--- src/fst_pkg.sv ---
package fst_pkg;
	// clock rate and time units
	localparam int unsigned CLK_HZ = 250_000_000;
	localparam int unsigned MS_PER_S = 1000;
	// delay figures in milliseconds
	localparam int unsigned ON_SHORT_MS = 1000;
	localparam int unsigned ON_LONG_MS = 2000;
	localparam int unsigned OFF_SHORT_MS = 3200;
	localparam int unsigned OFF_LONG_MS = 6500;
	localparam int unsigned CHECK_PERIOD_MS = 10000;
	localparam int unsigned CHECK_VIEW_MS = 9000;
	localparam int unsigned CHECK_BLOCK_MS = 1000;
	// cycle counts derived from the rate
	localparam longint unsigned CYC_PER_MS = CLK_HZ / MS_PER_S;
	localparam longint unsigned ON_SHORT_CYC = ON_SHORT_MS * CYC_PER_MS;
	localparam longint unsigned ON_LONG_CYC = ON_LONG_MS * CYC_PER_MS;
	localparam longint unsigned OFF_SHORT_CYC = OFF_SHORT_MS * CYC_PER_MS;
	localparam longint unsigned OFF_LONG_CYC = OFF_LONG_MS * CYC_PER_MS;
	localparam longint unsigned PERIOD_CYC = CHECK_PERIOD_MS * CYC_PER_MS;
	localparam longint unsigned VIEW_CYC = CHECK_VIEW_MS * CYC_PER_MS;
	// number of failed checks in a row that declares a fault
	localparam int unsigned FAIL_LIMIT = 2;
	// meter selector codes
	typedef enum logic [1:0] {
		FST_METER_OFF,
		FST_METER_SIGNAL,
		FST_METER_SETPOINT
	} fst_meter_sel_t;
	// jumper straps
	typedef struct packed {
		logic turn_on_delay_select;
		logic turn_off_delay_select;
		logic interlock_enable_link;
		logic independent_relay_link;
		logic current_output_link;
	} fst_links_t;
	// relay and indicator drive
	typedef struct packed {
		logic fault_relay;
		logic aux_flame_relay;
		logic flame_on_relay;
		logic fault_led;
		logic aux_flame_led;
		logic flame_on_led;
		logic check_led;
	} fst_outs_t;
endpackage

--- src/fst_cycle_timer.sv ---
`timescale 1ns/10ps
// loadable down counter; done pulses when the count expires
module fst_cycle_timer
	import fst_pkg::*;
#(
	parameter int W = 32
)(
	input wire logic clk_i,
	input wire logic reset_n_i,
	input wire logic start_i,
	input wire logic cancel_i,
	input wire logic [W-1:0] load_i,
	output logic busy_o,
	output logic done_o
);
	logic [W-1:0] cnt_q;
	logic busy_q;
	logic done_q;
	wire last_w = busy_q && (cnt_q == {{(W-1){1'b0}}, 1'b1});

	// count down, restart on start, drop on cancel
	always_ff @(posedge clk_i or negedge reset_n_i)
	begin
		if (!reset_n_i)
		begin
			cnt_q <= '0;
			busy_q <= 1'b0;
			done_q <= 1'b0;
		end
		else
		begin
			done_q <= last_w && !cancel_i && !start_i;
			if (start_i)
			begin
				cnt_q <= load_i;
				busy_q <= 1'b1;
			end
			else if (cancel_i || last_w)
			begin
				busy_q <= 1'b0;
			end
			else if (busy_q)
			begin
				cnt_q <= cnt_q - {{(W-1){1'b0}}, 1'b1};
			end
		end
	end

	assign busy_o = busy_q;
	assign done_o = done_q;
endmodule

--- src/fst_supervisor.sv ---
`timescale 1ns/10ps
// Contract
// - A rise above threshold starts a turn-on delay of one or two seconds.
// - Flame relays and flame indicators energize only if flame held for the delay.
// - A drop starts a 3.2 or 6.5 s turn-off delay after which the flame relays and lamps go off.
// - The check cycle repeats every 10 s: 9 s viewing, 1 s blocked.
// - The check indicator is lit during the blocked second of each cycle.
// - Self-test supervision is armed only while flame is above threshold.
// - Two successive checks without a drop energize fault relay and lamp.
// - Flame outputs ride through the blocked second thanks to the delay.
// - With interlock, a fault drops both flame relays and flame lamps.
// - Gain select low picks channel one, high channel two, only one active.
// - Meter shows signal, nothing or setpoint; remote meter always signal.
// - The signal output is either voltage or current, never both.
// - Turn-on jumper installed gives 2 s, removed gives 1 s.
// - Turn-off jumper installed gives 6.5 s, absent gives 3.2 s.
// - Interlock needs its link in and the companion link out.
module fst_supervisor
	import fst_pkg::*;
#(
	parameter int SIG_W = 8,
	parameter longint unsigned ON_SHORT = ON_SHORT_CYC,
	parameter longint unsigned ON_LONG = ON_LONG_CYC,
	parameter longint unsigned OFF_SHORT = OFF_SHORT_CYC,
	parameter longint unsigned OFF_LONG = OFF_LONG_CYC,
	parameter longint unsigned PERIOD = PERIOD_CYC,
	parameter longint unsigned VIEW = VIEW_CYC
)(
	input wire logic clk_i,
	input wire logic reset_n_i,
	input wire logic [SIG_W-1:0] gain1_signal_i,
	input wire logic [SIG_W-1:0] gain2_signal_i,
	input wire logic gain_select_i,
	input wire logic [SIG_W-1:0] setpoint_i,
	input wire fst_meter_sel_t meter_sel_i,
	input wire fst_links_t links_i,
	output fst_outs_t outs_o,
	output logic [SIG_W-1:0] panel_meter_o,
	output logic [SIG_W-1:0] remote_meter_o,
	output logic voltage_out_en_o,
	output logic current_out_en_o,
	output logic chopper_block_o
);
	localparam int TW = 32;

	wire [SIG_W-1:0] flame_sig_w = gain_select_i ? gain2_signal_i
		: gain1_signal_i;
	wire above_w = flame_sig_w > setpoint_i;

	wire [TW-1:0] on_load_w = links_i.turn_on_delay_select ?
		TW'(ON_LONG) : TW'(ON_SHORT);
	wire [TW-1:0] off_load_w = links_i.turn_off_delay_select ?
		TW'(OFF_LONG) : TW'(OFF_SHORT);
	wire interlock_w = links_i.interlock_enable_link
		&& !links_i.independent_relay_link;

	logic above_q;
	logic flame_q;
	logic fault_q;
	logic [1:0] fails_q;
	logic [TW-1:0] cyc_q;
	logic seen_drop_q;
	logic armed_q;
	fst_outs_t outs_q;
	logic [SIG_W-1:0] panel_q;
	logic [SIG_W-1:0] remote_q;
	logic volt_q;
	logic curr_q;
	logic block_q;

	wire rise_w = above_w && !above_q;
	wire fall_w = !above_w && above_q;
	logic on_done;
	logic off_done;

	fst_cycle_timer #(.W(TW)) u_on_timer (
		.clk_i(clk_i),
		.reset_n_i(reset_n_i),
		.start_i(rise_w),
		.cancel_i(fall_w),
		.load_i(on_load_w),
		.busy_o(),
		.done_o(on_done)
	);

	fst_cycle_timer #(.W(TW)) u_off_timer (
		.clk_i(clk_i),
		.reset_n_i(reset_n_i),
		.start_i(fall_w),
		.cancel_i(rise_w),
		.load_i(off_load_w),
		.busy_o(),
		.done_o(off_done)
	);

	wire cyc_end_w = cyc_q == TW'(PERIOD - 1);
	wire blocked_w = cyc_q >= TW'(VIEW);
	// a check fails when armed and no drop seen in the blocked window
	wire check_fail_w = cyc_end_w && armed_q && !seen_drop_q;
	wire check_pass_w = cyc_end_w && armed_q && seen_drop_q;
	wire relay_en_w = flame_q && !(interlock_w && fault_q);

	// flame state follows timer expiries
	always_ff @(posedge clk_i or negedge reset_n_i)
	begin
		if (!reset_n_i)
		begin
			above_q <= 1'b0;
			flame_q <= 1'b0;
		end
		else
		begin
			above_q <= above_w;
			if (on_done)
				flame_q <= 1'b1;
			else if (off_done)
				flame_q <= 1'b0;
		end
	end

	// check cycle counter and drop detection
	always_ff @(posedge clk_i or negedge reset_n_i)
	begin
		if (!reset_n_i)
		begin
			cyc_q <= '0;
			seen_drop_q <= 1'b0;
			armed_q <= 1'b0;
		end
		else
		begin
			cyc_q <= cyc_end_w ? '0 : cyc_q + TW'(1);
			if (cyc_end_w)
			begin
				seen_drop_q <= 1'b0;
				armed_q <= above_w;
			end
			else
			begin
				if (blocked_w && !above_w)
					seen_drop_q <= 1'b1;
				// arm while flame present in the viewing part
				if (!blocked_w)
					armed_q <= above_w;
			end
		end
	end

	// failure counting and latched fault
	always_ff @(posedge clk_i or negedge reset_n_i)
	begin
		if (!reset_n_i)
		begin
			fails_q <= '0;
			fault_q <= 1'b0;
		end
		else
		begin
			if (check_fail_w)
				fails_q <= (fails_q == 2'(FAIL_LIMIT)) ? fails_q
					: fails_q + 2'h1;
			else if (check_pass_w)
				fails_q <= '0;
			// second failure in a row; held until reset
			if (check_fail_w && fails_q == 2'(FAIL_LIMIT - 1))
				fault_q <= 1'b1;
		end
	end

	// registered outputs
	always_ff @(posedge clk_i or negedge reset_n_i)
	begin
		if (!reset_n_i)
		begin
			outs_q <= '0;
			panel_q <= '0;
			remote_q <= '0;
			volt_q <= 1'b0;
			curr_q <= 1'b0;
			block_q <= 1'b0;
		end
		else
		begin
			outs_q.fault_relay <= fault_q;
			outs_q.fault_led <= fault_q;
			outs_q.aux_flame_relay <= relay_en_w;
			outs_q.flame_on_relay <= relay_en_w;
			outs_q.aux_flame_led <= relay_en_w;
			outs_q.flame_on_led <= relay_en_w;
			outs_q.check_led <= blocked_w;
			// chopper drive for the blocked second
			block_q <= blocked_w;
			case (meter_sel_i)
				FST_METER_SIGNAL: panel_q <= flame_sig_w;
				FST_METER_SETPOINT: panel_q <= setpoint_i;
				default: panel_q <= '0;
			endcase
			remote_q <= flame_sig_w;
			volt_q <= !links_i.current_output_link;
			curr_q <= links_i.current_output_link;
		end
	end

	assign outs_o = outs_q;
	assign panel_meter_o = panel_q;
	assign remote_meter_o = remote_q;
	assign voltage_out_en_o = volt_q;
	assign current_out_en_o = curr_q;
	assign chopper_block_o = block_q;
endmodule

--- config.mk ---
export PLATFORM = sky130hd
export DESIGN_NAME = fst_supervisor
export DESIGN_NICKNAME = d
export VERILOG_FILES = /design/src/fst_pkg.sv /design/src/fst_cycle_timer.sv /design/src/fst_supervisor.sv
export SDC_FILE = /design/constraint.sdc
export NUM_CORES = 1
export LEC_CHECK = 0
export BUFFER_PORTS_ARGS = -buffer_cell sky130_fd_sc_hd__buf_2
export CAP_MARGIN = 20
export CELL_PAD_IN_SITES_DETAIL_PLACEMENT = 0
export CELL_PAD_IN_SITES_GLOBAL_PLACEMENT = 1
export CORE_ASPECT_RATIO = 0.75
export CORE_MARGIN = 2
export CORE_UTILIZATION = 25
export DETAILED_ROUTE_END_ITERATION = 7
export GPL_TIMING_DRIVEN = 0
export PLACE_DENSITY_LB_ADDON = 0.08
export SLEW_MARGIN = 15
export SYNTH_ARGS = -nofsm -noshare
export SYNTH_HDL_FRONTEND = slang
export SYNTH_SLANG_ARGS = --single-unit
--- constraint.sdc ---
create_clock -name clk_i -period 2.5 [get_ports clk_i]
set_input_delay 0.125 -clock clk_i [delete_from_list [all_inputs] [get_ports clk_i]]
set_output_delay 0.125 -clock clk_i [all_outputs]
set_load 0.05 [all_outputs]
# Word level (Yosys, flattened, before mapping)
# Cells that the tools add are included.
[classes]
add_sub_neg = 4
order_cmp = 2
eq_ne = 11
muxes = 24
n_reduce_logical = 36
[op_table]
columns = ["operator", "count"]
rows = [
  ["32-bit two-way mux", 7],
  ["32-bit by 1-bit equality test with 1-bit output (second input constant)", 2],
  ["32-bit by 1-bit subtractor with 32-bit output (second input constant)", 2],
  ["32-bit by 1-bit adder with 32-bit output (second input constant)", 1],
  ["32-bit equality test (second input constant)", 1],
  ["32-bit greater-or-equal comparator (second input constant)", 1],
  ["31-bit two-way mux", 1],
  ["29-bit two-way mux", 1],
  ["1-bit logical AND", 16],
  ["8-bit one-hot mux with 2 select lines", 1],
  ["2-bit nonzero test", 7],
  ["1-bit two-way mux", 10],
  ["8-bit > comparator", 1],
  ["1-bit logical NOT", 8],
  ["8-bit two-way mux", 1],
  ["2-bit two-way mux", 3],
  ["2-bit AND reduction", 3],
  ["2-bit by 1-bit equality test with 1-bit output (second input constant)", 2],
  ["2-bit equality test (second input constant)", 2],
  ["2-bit by 1-bit != test with 1-bit output (second input constant)", 2],
  ["2-bit != test (second input constant)", 2],
  ["2-bit by 1-bit adder with 2-bit output (second input constant)", 1],
  ["1-bit logical OR", 2],
]
[totals]
reg_bits = 128
inputBits = 34
output_inout_bits = 26
elab_cells = 97

# Longest topological paths before layout
[depth]
ltp_word = 7
mapped_depth = 14

# Hierarchy
# A second synthesis with hierarchy kept.
[hier_totals]
cells_unflattened = 740
hier_area_um2 = 6986.7
[by_module_without_submodules]
columns = ["module", "n_inst", "cells_per_inst", "area_per_inst_um2", "seq_area_each_um2"]
rows = [
  ["fst_cycle_timer", 2, 229, 2013.2, 850.8],
  ["fst_supervisor", 1, 282, 2960.3, 1501.4],
]

# Worst setup path after synthesis
# No wires, ideal clock.
[synth_timing]
path_kind = "input to register"
from = "input port gain_select_i"
to = "register u_on_timer.cnt_q[25]"
setup_ns = 0.124
arrival_ns = 2.648
setup_slack_ns = -0.272
cell_stages = 11
cell_sequence = "clkbuf_1 > mux2_2 > ha_1 > nor2b_1 > o211ai_1 > a211o_1 > and2_1 > buf_2 > buf_2 > maj3_1 > a211o_1"
[synth_via]
elab_chain_cells = 7
word_cells_on_any_way = 10
classes_between = "order compare: 1; eq/ne: 1; mux: 2; reduce/logical: 6"
[synth_lines]
columns = ["item", "line", "rtl"]
rows = [
  ["from (decl)", "fst_supervisor.sv:33", "input wire logic gain_select_i,"],
  ["8-bit two-way mux *", "fst_supervisor.sv:46", "wire [SIG_W-1:0] flame_sig_w = gain_select_i ? gain2_signal_i"],
  ["via flame_sig_w[1]", "fst_supervisor.sv:46", ""],
  ["8-bit > comparator *", "fst_supervisor.sv:48", "wire above_w = flame_sig_w > setpoint_i;"],
  ["1-bit logical NOT", "fst_supervisor.sv:72", "wire fall_w = !above_w && above_q;"],
  ["1-bit logical AND", "fst_supervisor.sv:72", ""],
  ["1-bit logical OR", "fst_cycle_timer.sv:38", "else if (cancel_i || last_w)"],
  ["2-bit by 1-bit != test with 1-bit output (no source line)", "-", ""],
  ["2-bit AND reduction (no source line)", "-", ""],
  ["to (signal assigned)", "fst_cycle_timer.sv:35", "cnt_q <= load_i;"],
  ["to (signal assigned)", "fst_cycle_timer.sv:44", "cnt_q <= cnt_q - {{(W-1){1'b0}}, 1'b1};"],
  ["to (decl)", "fst_cycle_timer.sv:16", "logic [W-1:0] cnt_q;"],
]
# The timed path passes the listed nets; every way through them passes the cells marked *.
# A chain may end at the register's enable or synchronous reset.

# Final worst setup path
[layout_timing]
from = "input port gain_select_i"
to = "register u_on_timer.cnt_q[15]"
# Same word-level chain as after synthesis.

==> impl_metrics.csv <==
group,metric,value,unit
outcome,outcome,"finished, final reports clean",
synthesis,postSynthNetCount,781,
synthesis,yosys_warnings,0,
synthesis,synth-edff-count,0,
critical_path,regToRegSetupSlack,60,ps
placement,dp_slack,-779,ps
sta,period_needed,2450,ps
die,design.portCount,60,
critical_path,end_kind,"register",
clock_network,cts.sinks,128,
die,core_region_area,28100,um2
drt,drc_errors,0,
cells_and_area,fillerInstances,2907,
placement,gp_congestion,0.763,
drt,routed-via-count,5958,
sta,fin_hold_ws,27.5,ps
clock_network,cts.htree.levels,4,
synthesis,asyncSetResetFlopFracSynth,100,%
cells_and_area,antenna_cells_inserted,0,
die,die_w,199,um
synthesis,syn-cell-area,7130,um2
worst_hold_path,hold_path_class,"in -> reg",
global_route,grt_pass1_wl,34400,um
global_route,globalRouteTotalUtil,15.1,%
clock_network,clock_tree.buffer_depth,2,
critical_path,rr_startpoint,"u_on_timer.cnt_q[11]",
sta,relSlewSlack,47.1,%
synthesis,ys_ff_latch,128,
sta,max_clock_freq,408,MHz
critical_path,reg2regPathDepth,8,
drt,postRouteWirelength,21300,um
critical_path,critical_path_class,"in -> reg",
drt,dr.pass1.iters,5,
die,floorplan.die.height,150,um
critical_path,crit-reg2reg-capture,"u_on_timer.cnt_q[14]",
cells_and_area,growth_of_design_area_from_synthesis_to_finish,25.7,%
clock_network,tritoncts_buffer_count,17,
clock_network,path_clk_slew,50,ps
placement,dp.final_hpwl,14800,um
critical_path,crit_path_start,"gain_select_i",
clock_network,clk_root_buffer_cell,"sky130_fd_sc_hd__clkbuf_16",
synthesis,postSynthCellCount,729,
clock_network,clkLatencyLatePin,420,ps
die,initial_core_utilization,25.4,%
job,max_capacitance_violation_total,0,
critical_path,cp.arrival,2790,ps
drt,ant_nets,0,
sta,timing.setup.tns,0,ps
global_route,grt_start_max_net_pins,70,
sta,period_share,98.0,%
sta,rsz0062_at_grt,"true",
synthesis,synth.yosys.seq_area_share,44.9,%
synthesis,yosys.cell_types.count,79,
pwr,cellLeakagePower,3.72,nW
critical_path,critical_path.endpoint,"u_on_timer.cnt_q[15]",
pwr,vdd_drop_max,0.414,mV
synthesis,synth_ff_type,"sky130_fd_sc_hd__dfrtp_1",
cells_and_area,fraction_of_final_layout_cells_sized_beyond_drive_strength_1,22.7,%
drt,wire_per_inst,17.2,um
global_route,number_of_global_route_vias_before_repair,5937,
pwr,power.density,805,nW/um2
placement,port-buffer-count,58,
sta,setup-violations-final,0,
critical_path,worst_setup_path_start_kind,"input port",
critical_path,worst-endpoint-required,2840,ps
die,design.die.area,29900,um2
clock_network,cts_tree,"yes",
drt,dr.first_iter.drc_count,406,
drt,avgViaCountPerCell,4.83,
critical_path,worstPathMaxFanout,8,
synthesis,avgSynthCellArea,9.78,um2
sta,timing_worst_slew_pin_value,789,ps
die,num_rows,53,
global_route,grt_antenna_before_repair,0,
global_route,grt.overflow.total,0,
sta,fin_ws,50.0,ps
sta,timing.final.max_slew_violations,0,
sta,finalClockSkew,10.0,ps
cells_and_area,multiInputGateArea,3840,um2
cells_and_area,seqCellArea,3200,um2
cells_and_area,nets,891,
sta,number_of_hold_slack_violations_in_the_final_timing_report,0,
[cell type report]
| cell class | instances | share of cell area (%) |
|---|---|---|
| timing repair buffer | 92 | 6.95 |
| clock buffer | 22 | 5.07 |
| tap | 385 | 5.37 |
| multi-input combinational | 542 | 42.9 |
| inverter | 26 | 1.10 |
| sequential | 128 | 35.7 |
| clock inverter | 7 | 0.726 |
| buffer | 32 | 2.19 |
[cell usage in the layout, fill, tap and decap left out, types with 17 or more instances in the layout]
cell type                       instances
sky130_fd_sc_hd__dfrtp_1              128
sky130_fd_sc_hd__nor2_1                80
sky130_fd_sc_hd__buf_2                 64
sky130_fd_sc_hd__nand2_1               58
sky130_fd_sc_hd__nand3_1               41
sky130_fd_sc_hd__xnor2_1               32
sky130_fd_sc_hd__xor2_1                31
sky130_fd_sc_hd__a21oi_1               29
sky130_fd_sc_hd__inv_1                 24
sky130_fd_sc_hd__buf_4                 22
sky130_fd_sc_hd__nor3_1                22
sky130_fd_sc_hd__dlygate4sd3_1         19
sky130_fd_sc_hd__nand4_1               17
sky130_fd_sc_hd__ha_1                  17
sky130_fd_sc_hd__clkbuf_16             17
[sequential cells by signal (all words and copies together) (netlist names), 2 cells and up]
| signal | flops |
|---|---|
| cyc_q | 32 |
| u_on_timer.cnt_q | 32 |
| panel_meter_o | 8 |
| remote_meter_o | 8 |
| fails_q | 2 |
| outs_o | 2 |
| u_off_timer.cnt_q | 32 |
[worst min-delay path by stage]
stage | from | end | slack [ps] | cells after the start
CTS | setpoint_i[6] | panel_meter_o[6] | 3 | 3
global route | setpoint_i[5] | panel_meter_o[5] | 20 | 3
detailed placement | reset_n_i | u_off_timer.cnt_q[19] | 120 | 1
floorplan | reset_n_i | above_q | -170 | 0
global placement | links_i[0] | current_out_en_o | 250 | 1
finish | setpoint_i[5] | panel_meter_o[5] | 30 | 3
[per-stage QoR]
step / cells / power (mW) / utilization, % / instance area, um2
3_5_place_dp: 1173 / 4.76 / 28.5 / 7980
6_report: 1234 / 7.22 / 32.0 / 8970
2_1_floorplan: 729 / 4.08 / - / 7170
3_3_place_gp: 1172 / 4.73 / 28.3 / 7940
5_1_grt: 1234 / 7.68 / 32.0 / 8970
4_1_cts: 1227 / 7.21 / 31.3 / 8770
[report_power, final]
group          switching (mW)  leakage [nW]  internal [mW]
combinational            1.26          1.88          0.792
sequential              0.464          1.59           2.40
clock                   0.931         0.251           1.37
[layer usage]
metal / share of wire, % / vias up / routed length, um / GRT usage [%]
met5: 0 / - / 0 / 0
met3: 4.6 / 15 / 971 / 3.27
met4: 0.94 / 0 / 199 / 3.88
li1: - / 2842 / - / -
met1: 53 / 2960 / 11300 / 23.3
met2: 41 / 141 / 8770 / 20.7
[cells in the mapped netlist, types with 5 or more instances]
| cell type | count | area, um2 |
|---|---|---|
| sky130_fd_sc_hd__ha_1 | 18 | 225 |
| sky130_fd_sc_hd__o21ai_1 | 9 | 45.0 |
| sky130_fd_sc_hd__and3_1 | 11 | 68.8 |
| sky130_fd_sc_hd__a22oi_1 | 9 | 67.6 |
| sky130_fd_sc_hd__xor2_1 | 31 | 272 |
| sky130_fd_sc_hd__a21oi_1 | 29 | 145 |
| sky130_fd_sc_hd__or3_1 | 10 | 62.6 |
| sky130_fd_sc_hd__nand3_1 | 41 | 205 |
| sky130_fd_sc_hd__buf_2 | 8 | 40.0 |
| sky130_fd_sc_hd__a31oi_1 | 7 | 43.8 |
| sky130_fd_sc_hd__nor3_1 | 25 | 125 |
| sky130_fd_sc_hd__nand4_1 | 17 | 106 |
| sky130_fd_sc_hd__dfrtp_1 | 128 | 3200 |
| sky130_fd_sc_hd__clkbuf_1 | 16 | 60.1 |
| sky130_fd_sc_hd__nor2_1 | 84 | 315 |
| sky130_fd_sc_hd__xnor2_1 | 32 | 280 |
| sky130_fd_sc_hd__inv_1 | 24 | 90.1 |
| sky130_fd_sc_hd__nand2_1 | 60 | 225 |
| sky130_fd_sc_hd__nor4_1 | 15 | 93.8 |
| sky130_fd_sc_hd__a211oi_1 | 7 | 52.6 |
| sky130_fd_sc_hd__nor4_4 | 6 | 128 |
| sky130_fd_sc_hd__nor3_2 | 7 | 70.1 |
| sky130_fd_sc_hd__maj3_1 | 9 | 90.1 |
| sky130_fd_sc_hd__o21ai_0 | 11 | 55.1 |
| sky130_fd_sc_hd__mux2_2 | 8 | 90.1 |
| sky130_fd_sc_hd__nand4b_1 | 5 | 43.8 |
| sky130_fd_sc_hd__buf_4 | 6 | 45.0 |
[critical path, stage by stage]
cell                       delay, ps
sky130_fd_sc_hd__clkbuf_8        140
sky130_fd_sc_hd__mux2_2          370
sky130_fd_sc_hd__ha_1            330
sky130_fd_sc_hd__and4_1          230
sky130_fd_sc_hd__a211o_1         340
sky130_fd_sc_hd__and2_1          170
sky130_fd_sc_hd__buf_6           140
sky130_fd_sc_hd__nor3_2          600
sky130_fd_sc_hd__a31oi_1         140
sky130_fd_sc_hd__o21ai_0         200
[cell families (layout without fill, tap and decap cells)]
logic type                 after synthesis  in the layout  synth area share [%]
and+or+nand+nor                        329            329                  26.6
DFF                                    128            128                  44.9
AOI/OAI and AO/OA                      112            112                  11.0
xor gates and xnor gates                63             63                  7.74
buffers and inverters                   59            179                  3.67
adders and majority gates               30             30                  4.89
muxes                                    8              8                  1.26
[timing repair]
item,in CTS,in global routing
setup buffers,6,8
pin swaps,4,12
gates resized for setup,10,40
setup endpoints to repair,53,71
hold buffers,19,0
hold endpoints to repair,78,0
Power figures use the tool's default switching activity.
